===== config.mk =====
export PLATFORM = sky130hd
export DESIGN_NAME = clr_rom
export DESIGN_NICKNAME = d
export VERILOG_FILES = /design/src/verilog/clr_pkg.sv /design/src/verilog/clr_rom.sv /design/src/verilog/clr_sync.sv
export VERILOG_INCLUDE_DIRS = /design/src /design/src/verilog
export SDC_FILE = /design/constraint.sdc
export NUM_CORES = 1
export LEC_CHECK = 0
export BUFFER_PORTS_ARGS = -buffer_cell sky130_fd_sc_hd__buf_2
export CORE_MARGIN = 2
export CORE_UTILIZATION = 50
export DETAILED_ROUTE_END_ITERATION = 16
export HOLD_SLACK_MARGIN = 0.15
export PLACE_DENSITY = 0.73
export SETUP_SLACK_MARGIN = 0.3
export SYNTH_ARGS = -nofsm -noshare
export SYNTH_HDL_FRONTEND = slang
export SYNTH_SLANG_ARGS = --single-unit

===== constraint.sdc =====
create_clock -name clk -period 2.25 [get_ports clk]
set_input_delay 0.3375 -clock clk [delete_from_list [all_inputs] [get_ports clk]]
set_output_delay 0.3375 -clock clk [all_outputs]
set_load 0.1 [all_outputs]

===== src/verilog/clr_regs.svh =====
/*
 * Constants for the clocked latched read-only store: geometry and timing counts.
 * Assumes a 10 MHz system clock; included by bare name.
 */
`ifndef CLR_REGS_SVH
`define CLR_REGS_SVH

`define CLR_ADDR_W        8
`define CLR_DATA_W        4
`define CLR_DEPTH         256
`define CLR_CLK_NS        100
// longest low phase of the device clock before the fetched word decays
`define CLR_LOW_MAX_MS    10
`define CLR_LOW_MAX_CYC   ((`CLR_LOW_MAX_MS * 1000000) / `CLR_CLK_NS)
// width of the precharge pulse seen between clock-driven reads
`define CLR_PRE_NS        100
`define CLR_PRE_CYC       (((`CLR_PRE_NS + `CLR_CLK_NS - 1) / `CLR_CLK_NS) < 1 ? 1 : \
	((`CLR_PRE_NS + `CLR_CLK_NS - 1) / `CLR_CLK_NS))
`define CLR_WORD_ZERO     4'h0
`define CLR_WORD_ONES     4'hF

`endif


===== src/verilog/clr_pkg.sv =====
/*
 * Types for the clocked latched read-only store.
 * Assumes clr_regs.svh is on the include path.
 */
`include "clr_regs.svh"

package clr_pkg;

	typedef logic [`CLR_DATA_W-1:0] clr_word_t;
	typedef logic [`CLR_ADDR_W-1:0] clr_addr_t;

	// pins coming from the host, before and after synchronising
	typedef struct packed {
		logic      rom_clock;
		logic      enable;
		clr_addr_t address;
	} clr_host_t;

	typedef enum logic [1:0] {
		CLR_CLEAR,
		CLR_PRECHARGE,
		CLR_FETCH,
		CLR_HOLD
	} clr_state_t;

	// table content: fixed at build, never written at run time
	typedef clr_word_t clr_table_t [0:`CLR_DEPTH-1];

endpackage : clr_pkg


===== src/verilog/clr_rom.sv =====
/*
 * Clocked, latched 256 x 4 read-only store with enable clear.
 * Assumes host pins are asynchronous and are brought in through clr_sync;
 * the table is given as a parameter at build time.
 */
`timescale 1ns/10ps

`include "clr_regs.svh"

module clr_rom
	import clr_pkg::*;
#(
	parameter clr_table_t ROM_TABLE = '{default: `CLR_WORD_ZERO}
) (
	// clock and reset
	input  wire logic      clk,
	input  wire logic      rst_b,
	// host pins
	input  wire logic      rom_clock,
	input  wire logic      enable,
	input  wire clr_addr_t address,
	// data out
	output clr_word_t      data_out,
	output logic           word_stale
);

	clr_host_t host_pins;
	clr_host_t host;
	clr_state_t state_reg;
	clr_state_t state_next;
	clr_word_t  data_reg;
	clr_word_t  data_next;
	// synced device clock one cycle back; resets low, so a pin idling high
	// gives one false rise after reset, harmless while enable holds the clear
	logic       clock_prev_reg;
	logic       clock_prev_next;
	// saturates at the low-phase limit, 32 bits leave ample headroom
	logic [31:0] low_cnt_reg;
	logic [31:0] low_cnt_next;
	logic       stale_reg;
	logic       stale_next;
	logic       fall;
	logic       rise;
	clr_word_t  table_word;

	// whole bundle in one assignment, so the struct has a single driver
	assign host_pins = '{rom_clock: rom_clock, enable: enable, address: address};

	// every pin takes two flops: two cycles of latency bought against
	// any logic ever seeing a metastable pin
	clr_sync u_sync (
		.clk    (clk),
		.rst_b  (rst_b),
		.pins   (host_pins),
		.synced (host)
	);

	// edges of the synced device clock, at most one of them per cycle
	assign fall = clock_prev_reg & ~host.rom_clock;
	assign rise = ~clock_prev_reg & host.rom_clock;
	// plain binary index, bit 0 of address is the lowest line
	assign table_word = ROM_TABLE[host.address];

	always_comb begin
		state_next      = state_reg;
		data_next       = data_reg;
		clock_prev_next = host.rom_clock;
		low_cnt_next    = low_cnt_reg;
		stale_next      = stale_reg;
		if (!host.enable) begin
			// clear beats any clock activity
			state_next   = CLR_CLEAR;
			data_next    = `CLR_WORD_ZERO;
			low_cnt_next = '0;
			stale_next   = 1'b0;
		end else begin
			case (state_reg)
				CLR_CLEAR: begin
					// enable-driven read: data straight out, no ones pulse
					if (!host.rom_clock) begin
						state_next = CLR_FETCH;
						data_next  = table_word;
					end else begin
						state_next = CLR_HOLD;
						data_next  = table_word;
					end
				end
				CLR_HOLD: begin
					// address moves are ignored, only a clock fall reopens a fetch
					if (fall) begin
						state_next = CLR_PRECHARGE;
						data_next  = `CLR_WORD_ONES;
					end
				end
				CLR_PRECHARGE: begin
					// ones pulse lasts exactly one cycle
					state_next = CLR_FETCH;
					data_next  = table_word;
				end
				CLR_FETCH: begin
					// output follows the address until the clock rises
					if (rise) begin
						state_next = CLR_HOLD;
					end else begin
						data_next = table_word;
					end
				end
				default: begin
					state_next = CLR_CLEAR;
					data_next  = `CLR_WORD_ZERO;
				end
			endcase
			// low phase limit: flag a decayed word so the host refetches
			// advisory only: data_out is not blanked, the host decides
			if (host.rom_clock) begin
				low_cnt_next = '0;
				stale_next   = 1'b0;
			end else if (low_cnt_reg < 32'(`CLR_LOW_MAX_CYC)) begin
				low_cnt_next = low_cnt_reg + 32'h1;
			end else begin
				stale_next = 1'b1;
			end
		end
	end

	// reset values match a store cleared by a low enable
	always_ff @(posedge clk or negedge rst_b) begin
		if (!rst_b) begin
			state_reg      <= CLR_CLEAR;
			data_reg       <= `CLR_WORD_ZERO;
			clock_prev_reg <= 1'b0;
			low_cnt_reg    <= '0;
			stale_reg      <= 1'b0;
		end else begin
			state_reg      <= state_next;
			data_reg       <= data_next;
			clock_prev_reg <= clock_prev_next;
			low_cnt_reg    <= low_cnt_next;
			stale_reg      <= stale_next;
		end
	end

	// outputs straight from flops, no glitch from the table decode
	assign data_out   = data_reg;
	assign word_stale = stale_reg;

	// checks watch the synced pins, so they see what the logic saw

	a_enable_clear: assert property (@(posedge clk) disable iff (!rst_b)
		!host.enable |=> data_out == `CLR_WORD_ZERO)
		else $error("outputs not cleared by low enable");

	a_clear_zero_run: assert property (@(posedge clk) disable iff (!rst_b)
		(!host.enable)[*2] |-> data_out == `CLR_WORD_ZERO && state_reg == CLR_CLEAR)
		else $error("outputs not zero between enable reads");

	a_hold_stable: assert property (@(posedge clk) disable iff (!rst_b)
		state_reg == CLR_HOLD && host.enable && host.rom_clock && $past(host.rom_clock)
		|=> $stable(data_out))
		else $error("latched word changed while clock high");

	a_precharge_ones: assert property (@(posedge clk) disable iff (!rst_b)
		state_reg == CLR_HOLD && host.enable && fall |=> data_out == `CLR_WORD_ONES
		##1 (!host.enable || data_out == $past(table_word)))
		else $error("clock read missed the ones pulse");

	a_fetch_word: assert property (@(posedge clk) disable iff (!rst_b)
		state_reg == CLR_FETCH && host.enable && !rise |=> data_out == $past(table_word))
		else $error("fetched word does not match address");

	a_rise_latch: assert property (@(posedge clk) disable iff (!rst_b)
		state_reg == CLR_FETCH && host.enable && rise
		|=> state_reg == CLR_HOLD && data_out == $past(data_out))
		else $error("clock rise did not latch the word");

	a_enable_direct: assert property (@(posedge clk) disable iff (!rst_b)
		state_reg == CLR_CLEAR && host.enable
		|=> data_out == $past(table_word) && state_reg != CLR_PRECHARGE)
		else $error("enable read showed a ones pulse");

	a_index_word: assert property (@(posedge clk) disable iff (!rst_b)
		state_reg == CLR_PRECHARGE && host.enable
		|=> data_out == ROM_TABLE[$past(host.address)])
		else $error("word index not plain binary");

	a_clear_state: assert property (@(posedge clk) disable iff (!rst_b)
		!host.enable |=> state_reg == CLR_CLEAR && !word_stale)
		else $error("low enable did not clear the latch");

	a_stale_clear: assert property (@(posedge clk) disable iff (!rst_b)
		host.enable && host.rom_clock |=> !word_stale)
		else $error("stale flag kept while device clock high");

	a_stale_set: assert property (@(posedge clk) disable iff (!rst_b)
		host.enable && !host.rom_clock && low_cnt_reg == 32'(`CLR_LOW_MAX_CYC)
		|=> word_stale)
		else $error("stale flag missed after long low phase");

	a_stale_low_only: assert property (@(posedge clk) disable iff (!rst_b)
		word_stale |-> $past(host.enable) && !$past(host.rom_clock))
		else $error("stale flag raised outside a low phase");

	a_hold_addr_ignored: assert property (@(posedge clk) disable iff (!rst_b)
		state_reg == CLR_HOLD && host.enable && !fall && $changed(host.address)
		|=> $stable(data_out))
		else $error("latched word followed the address");

	a_ones_one_cycle: assert property (@(posedge clk) disable iff (!rst_b)
		state_reg == CLR_PRECHARGE && host.enable |=> state_reg == CLR_FETCH)
		else $error("ones pulse lasted more than one cycle");

endmodule : clr_rom


===== src/verilog/clr_sync.sv =====
/*
 * Two-flop synchroniser for a bundle of host pins.
 * Assumes inputs are asynchronous to clk; stage one is read only by stage two.
 */
`timescale 1ns/10ps

module clr_sync
	import clr_pkg::*;
(
	// clock and reset
	input  wire logic      clk,
	input  wire logic      rst_b,
	// pins in, synchronised out
	input  wire clr_host_t pins,
	output clr_host_t      synced
);

	clr_host_t stage1_reg;
	clr_host_t stage2_reg;
	clr_host_t stage1_next;
	clr_host_t stage2_next;

	always_comb begin
		stage1_next = pins;
		stage2_next = stage1_reg;
	end

	always_ff @(posedge clk or negedge rst_b) begin
		if (!rst_b) begin
			stage1_reg <= '0;
			stage2_reg <= '0;
		end else begin
			stage1_reg <= stage1_next;
			stage2_reg <= stage2_next;
		end
	end

	assign synced = stage2_reg;

endmodule : clr_sync


==> out/metrics.cfg, run 1 <==
[timing]
layout_min_cycle_time_ns=2.05
drv_slew=0
slew_headroom=0.414
skew_ns=0.0127
period_share=0.911
setup_ws_ns=0.200
worstMarginPinSlew_ns=0.878
setup_violations=0
hold_viol_final=0
clock.fmax_ghz=0.488
rsz0062_at_grt=true
setup_tns_ns=0

[synthesis]
ys_seq_elements=41
synth_cell_types=35
synthCells=171
synth_area_leader_cell=dfrtp_1
ys.warnings.count=0
yosysSeqAreaShare=0.575
postSynth.asyncResetShare=1.00
synth.area.top_cells=dfrtp_1 (58%), and2_1 (5.6%), nand2_1 (3.2%), nand3_1 (3.1%), or4_1 (2.9%)
syn-mean-instance-area_um2=10.4
synth-edff-count=0
syn_nets=184
netlist_area_um2=1780
synth_ff_type=dfrtp_1
synth_top_area_frac=0.575

[finish]
areaGrowthSynthToFinish_pct=19.1
num_antenna_cells=0
largest_reg_flops=32
final_common_cell=dfrtp_1
final_cell_mix=dfrtp_1 (41), and2_1 (16), nand2_1 (15), buf_4 (15), nand3_1 (10)
nets=211
drive_above_1_share=0.206

[global_routing]
antenna_found_initial=0
grt_use_met3=0.0440
grt_pass1_wl_mm=6.20
grt-ovfl-total=0
grt_pass1_vias=1382
grt_max_degree=42
busiest_layer=met2
grt_usage=0.198
grt_use_met1=0.263
grt_use_met2=0.314

[routing]
drt_iter0_markers=136
vias_per_cell=5.66
route.vias.total=1386
wl_per_cell_um=14.3
routed_wl_mm=3.51
drc=0
final_antenna_net_count=0
first_pass_iters=4

[floorplanning]
die_width_um=63.7
start_util=0.526
core_um2=3390
die_h_um=63.7
die-area_um2=4060
row_count=21
ios=17

[clocking]
htreeDepth=2
cts_buffer_depth=2
cts_buffers=5
tritoncts=yes
cts-root-buf=clkbuf_4
clk_pin_slew_ns=0.13
cts.sinks=41
clk_latency_ns=0.36

[run]
maxCapViolCount=0

[place]
dp_hpwl_mm=2.18
gp_congestion=0.802
post-place-ws_ns=0.127
io_buffers=8

[run_status]
status=finished, final reports clean

[min_path]
min_path_type=reg2reg

[setup_path]
cp_max_fo=4
crit_type=reg2reg
startpoint_type=flip-flop
required_ns=2.50
arrival_ns=2.30
worstSetupEndpointType=flip-flop

[power]
leakage_nw=0.977
peakVddDrop_v=0.000378
finalPower_mw=1.39
power.density_cell_area_nw_per_um2=652

cell type report:
| class | instances | area [µm²] |
|---|---|---|
| clock buffer | 5 | 37.5 |
| fill | 259 | 1260 |
| clock inverter | 3 | 65.1 |
| multi-input combinational | 117 | 716 |
| sequential | 41 | 1030 |
| inverter | 5 | 18.8 |
| timing repair buffer | 28 | 205 |
| tap | 46 | 57.6 |
worst max-delay path, stage by stage (launching register included):
cell and delay [ns]:
dfrtp_1 0.40, or4_4 0.55, a311oi_2 0.22, o211ai_2 0.16
buf_4 0.18, o31a_1 0.27, o21a_1 0.17
cells in the mapped netlist, types with 5 or more instances:
library cell / count
a21oi_1: 7
and2_1: 16
dfrtp_1: 41
inv_1: 5
nand2_1: 15
nand3_1: 11
nor2_1: 8
o211ai_1: 6
o21ai_1: 7
or3_1: 5
or4_1: 7
cell families (layout without fill, tap and decap cells):
| group | Yosys count | in the layout | synth area share |
|---|---|---|---|
| AO/OA/AOI/OAI | 32 | 32 | 0.119 |
| flip-flops | 41 | 41 | 0.575 |
| adder cells (fa/ha/maj) | 1 | 1 | 0.00701 |
| XOR/XNOR | 1 | 1 | 0.00491 |
| AND/OR/NAND/NOR | 83 | 83 | 0.259 |
| buffers and inverters | 13 | 41 | 0.0351 |
metal layers:
| metal | up-vias | share of wire | wire length (µm) |
|---|---|---|---|
| met5 | - | 0 | 0 |
| met4 | 0 | 0.013 | 46 |
| met3 | 6 | 0.045 | 158 |
| met2 | 35 | 0.49 | 1720 |
| met1 | 680 | 0.45 | 1590 |
| li1 | 665 | - | - |
timing repair:
| action | 4_1_cts | 5_1_grt |
|---|---|---|
| setup endpoints to repair | 15 | 14 |
| pin swaps | 16 | 7 |
| gates resized for setup | 4 | 5 |
| hold buffers | 3 | 0 |
| endpoints found under the hold margin | 43 | 0 |
| buffers inserted | 8 | 4 |
| gates cloned | 1 | 0 |
where the power goes:
group	internal, mW	total (mW)	switching (mW)
registers	0.745	0.753	0.00762
clock network	0.344	0.584	0.241
logic	0.0130	0.0481	0.0352
total	1.10	1.39	0.283
path summary, 6_finish.rpt:
path	end	slack [ns]	depth (start not counted)	start
max in group asynchronous	state_reg[1]	1.08	2	rst_b
min in group asynchronous	low_cnt_reg[9]	0.61	2	rst_b
worst min-delay path	u_sync.synced[9]	0.36	0	u_sync.stage1_reg[9]
worst max register to register	low_cnt_reg[14]	0.20	6	low_cnt_reg[11]
worst max-delay path	low_cnt_reg[14]	0.20	6	low_cnt_reg[11]
worst min register to register	u_sync.synced[9]	0.36	0	u_sync.stage1_reg[9]
per-stage QoR:
step           instance area [µm²]  utilization  hold WS (ns)  cells
6_report                      2130        0.627         0.360    245
2_1_floorplan                 1780            -        0.0419    171
5_1_grt                       2130        0.627         0.401    245
3_5_place_dp                  1870        0.551         0.335    221
3_3_place_gp                  1870        0.551         0.331    221
4_1_cts                       2080        0.613         0.371    241
No activity file was read; power rests on OpenSTA's default activity.
==> run 2, diff against run 1 <==
Settings changed: ABC_AREA set to 1, PLACE_DENSITY 0.73 to 0.72.
==> run 2 against run 1 <==
Clock power fell by 18%; power fell by 4.7%; global-route usage fell by 1.8 points; largest cell class unchanged; routed wire length rose by 12%; largest power group unchanged; first-iteration DRC count fell by 39%.
==> out/metrics.cfg, run 2 <==
[run_status]
status=finished, final reports clean

[synthesis]
synth_cell_types=26
synth-edff-count=0
yosysSeqAreaShare=0.484
yosys-top-cells-count=nand2_1 (59), nor2_1 (55), inv_1 (42), dfrtp_1 (41), nand3_1 (26)
syn-mean-instance-area_um2=7.68
synth_area_leader_cell=dfrtp_1
postSynth.asyncResetShare=1.00
synth_most_common_cell=nand2_1
ys_seq_elements=41
synthCells=276
netlist_area_um2=2120
synth_ff_type=dfrtp_1
ys.warnings.count=0
syn_nets=289
synth.area.top_cells=dfrtp_1 (48%), nand2_1 (10%), nor2_1 (9.7%), inv_1 (7.4%), nand3_1 (6.1%)
synth_top_area_frac=0.484

[setup_path]
r2r_slack_ns=0.60
arrival_ns=1.85
crit_start=low_cnt_reg[0]
cp_max_fo=8
required_ns=2.45
startpoint_type=flip-flop
worstSetupEndpointType=flip-flop
r2r_start=low_cnt_reg[0]
crit_type=reg2reg

[timing]
hold_slack_ns=0.353
drv_slew=0
setup_tns_ns=0
period_share=0.732
worstMarginPinSlew_ns=0.488
setup_violations=0
clock.fmax_ghz=0.607
skew_ns=0.0114
layout_min_cycle_time_ns=1.65
setup_ws_ns=0.604
slew_headroom=0.677
rsz0062_at_grt=false
hold_viol_final=0

[routing]
route.vias.total=1688
first_pass_iters=4
vias_per_cell=4.98
drc=0
routed_wl_mm=3.94
wl_per_cell_um=11.6
final_antenna_net_count=0
drt_iter0_markers=83

[global_routing]
grt_pass1_wl_mm=7.03
grt_pass1_vias=1580
grt_usage=0.181
grt-ovfl-total=0
grt_max_degree=20
antenna_found_initial=0

[clocking]
tritoncts=yes
post_cts.repair.setup_buffers=0
clk_pin_slew_ns=0.08
cts_buffers=5
holdBufCountCts=3
clk_latency_ns=0.30
cts-root-buf=clkbuf_8
cts.sinks=41
htreeDepth=2
cts-resized-gates=0
cts_buffer_depth=2

[power]
peakVddDrop_v=0.000341
leakage_nw=1.12
power.density_cell_area_nw_per_um2=575

[finish]
final_cell_mix=nand2_1 (59), nor2_1 (55), inv_1 (42), dfrtp_1 (41), nand3_1 (26)
largest_reg_flops=32
instances_no_fill=339
nFillCells=395
nets=301
num_antenna_cells=0
areaGrowthSynthToFinish_pct=8.32
drive_above_1_share=0.125
fin_area_um2=2300
final_common_cell=nand2_1

[place]
postPlaceCellArea_um2=2180
dp_hpwl_mm=2.86
place_inst=328
io_buffers=8
post-place-ws_ns=0.639
gp_congestion=0.887

[min_path]
min_path_type=reg2reg
min_from=u_sync.stage1_reg[8]

[floorplanning]
row_count=23
start_util=0.526
die_h_um=69.1
die-area_um2=4780
core_um2=4030
die_width_um=69.1
ios=17

[run]
maxCapViolCount=0

-- run 2: cell types whose count changed after synthesis, moves of 4 or more --
| cell | before | now |
|---|---|---|
| nor2_1 | 8 | 55 |
| nand2_1 | 15 | 59 |
| inv_1 | 5 | 42 |
| and2_1 | 16 | 0 |
| nand3_1 | 11 | 26 |
| o21ai_1 | 7 | 0 |
| or4_1 | 7 | 0 |
| o211ai_1 | 6 | 0 |
| nand2_2 | 0 | 5 |
| o21ai_0 | 3 | 8 |
| or3_1 | 5 | 0 |
| o21ai_2 | 0 | 4 |
-- run 2: final cells by class --
class,instances,area (µm²),area share
clock inverters,3,17.5,0.00763
repair buffers,13,85.1,0.0371
inverters,43,161,0.0703
multi-input cells,184,875,0.381
well taps,50,62.6,0.0272
flip-flops and latches,41,1030,0.447
clock buffers,5,68.8,0.0300
-- run 2: critical path, cell delays in order, from the launching register on --
cell and delay (ns):
dfrtp_1 0.51, ha_1 0.27, nand3_2 0.16, nor2_2 0.19, nand2_1 0.10, xor2_1 0.15
o21ai_0 0.19
-- run 2: where the power goes --
part | switching (mW) | internal, mW | leakage [nW]
logic | 0.0687 | 0.0172 | 0.517
registers | 0.0102 | 0.746 | 0.557
clock network | 0.265 | 0.214 | 0.0439
-- run 2: final timing paths --
kind                                     to  cells after the start
max in group asynchronous   low_cnt_reg[30]                      3
hold / removal             u_sync.synced[8]                      0
setup reg to reg            low_cnt_reg[10]                      6
min in group asynchronous    low_cnt_reg[8]                      2
setup / recovery            low_cnt_reg[10]                      6
hold reg to reg            u_sync.synced[8]                      0
-- run 2: metrics by stage --
step	total power [mW]	util
after floorplan	0.827	-
after global placement	0.853	0.541
after detailed placement	0.854	0.541
after CTS	1.33	0.570
after global routing	1.37	0.570
final	1.32	0.570
-- run 2: cell families after synthesis --
| kind of cell | count (synthesis) | share of synthesized area |
|---|---|---|
| xor gates and xnor gates | 3 | 0.0124 |
| DFF | 41 | 0.484 |
| AOI/OAI and AO/OA | 18 | 0.0525 |
| and+or+nand+nor | 162 | 0.342 |
| adders and majority gates | 1 | 0.00590 |
| buffers and inverters | 51 | 0.103 |
-- run 2: layer usage --
metal / up-vias / GRT usage / part of all wire / wire (µm)
met5: - / 0 / 0 / 0
li1: 880 / - / - / -
met4: 0 / 0.0675 / 0.016 / 65
met3: 7 / 0.0395 / 0.030 / 118
met1: 780 / 0.240 / 0.47 / 1870
met2: 21 / 0.291 / 0.48 / 1890
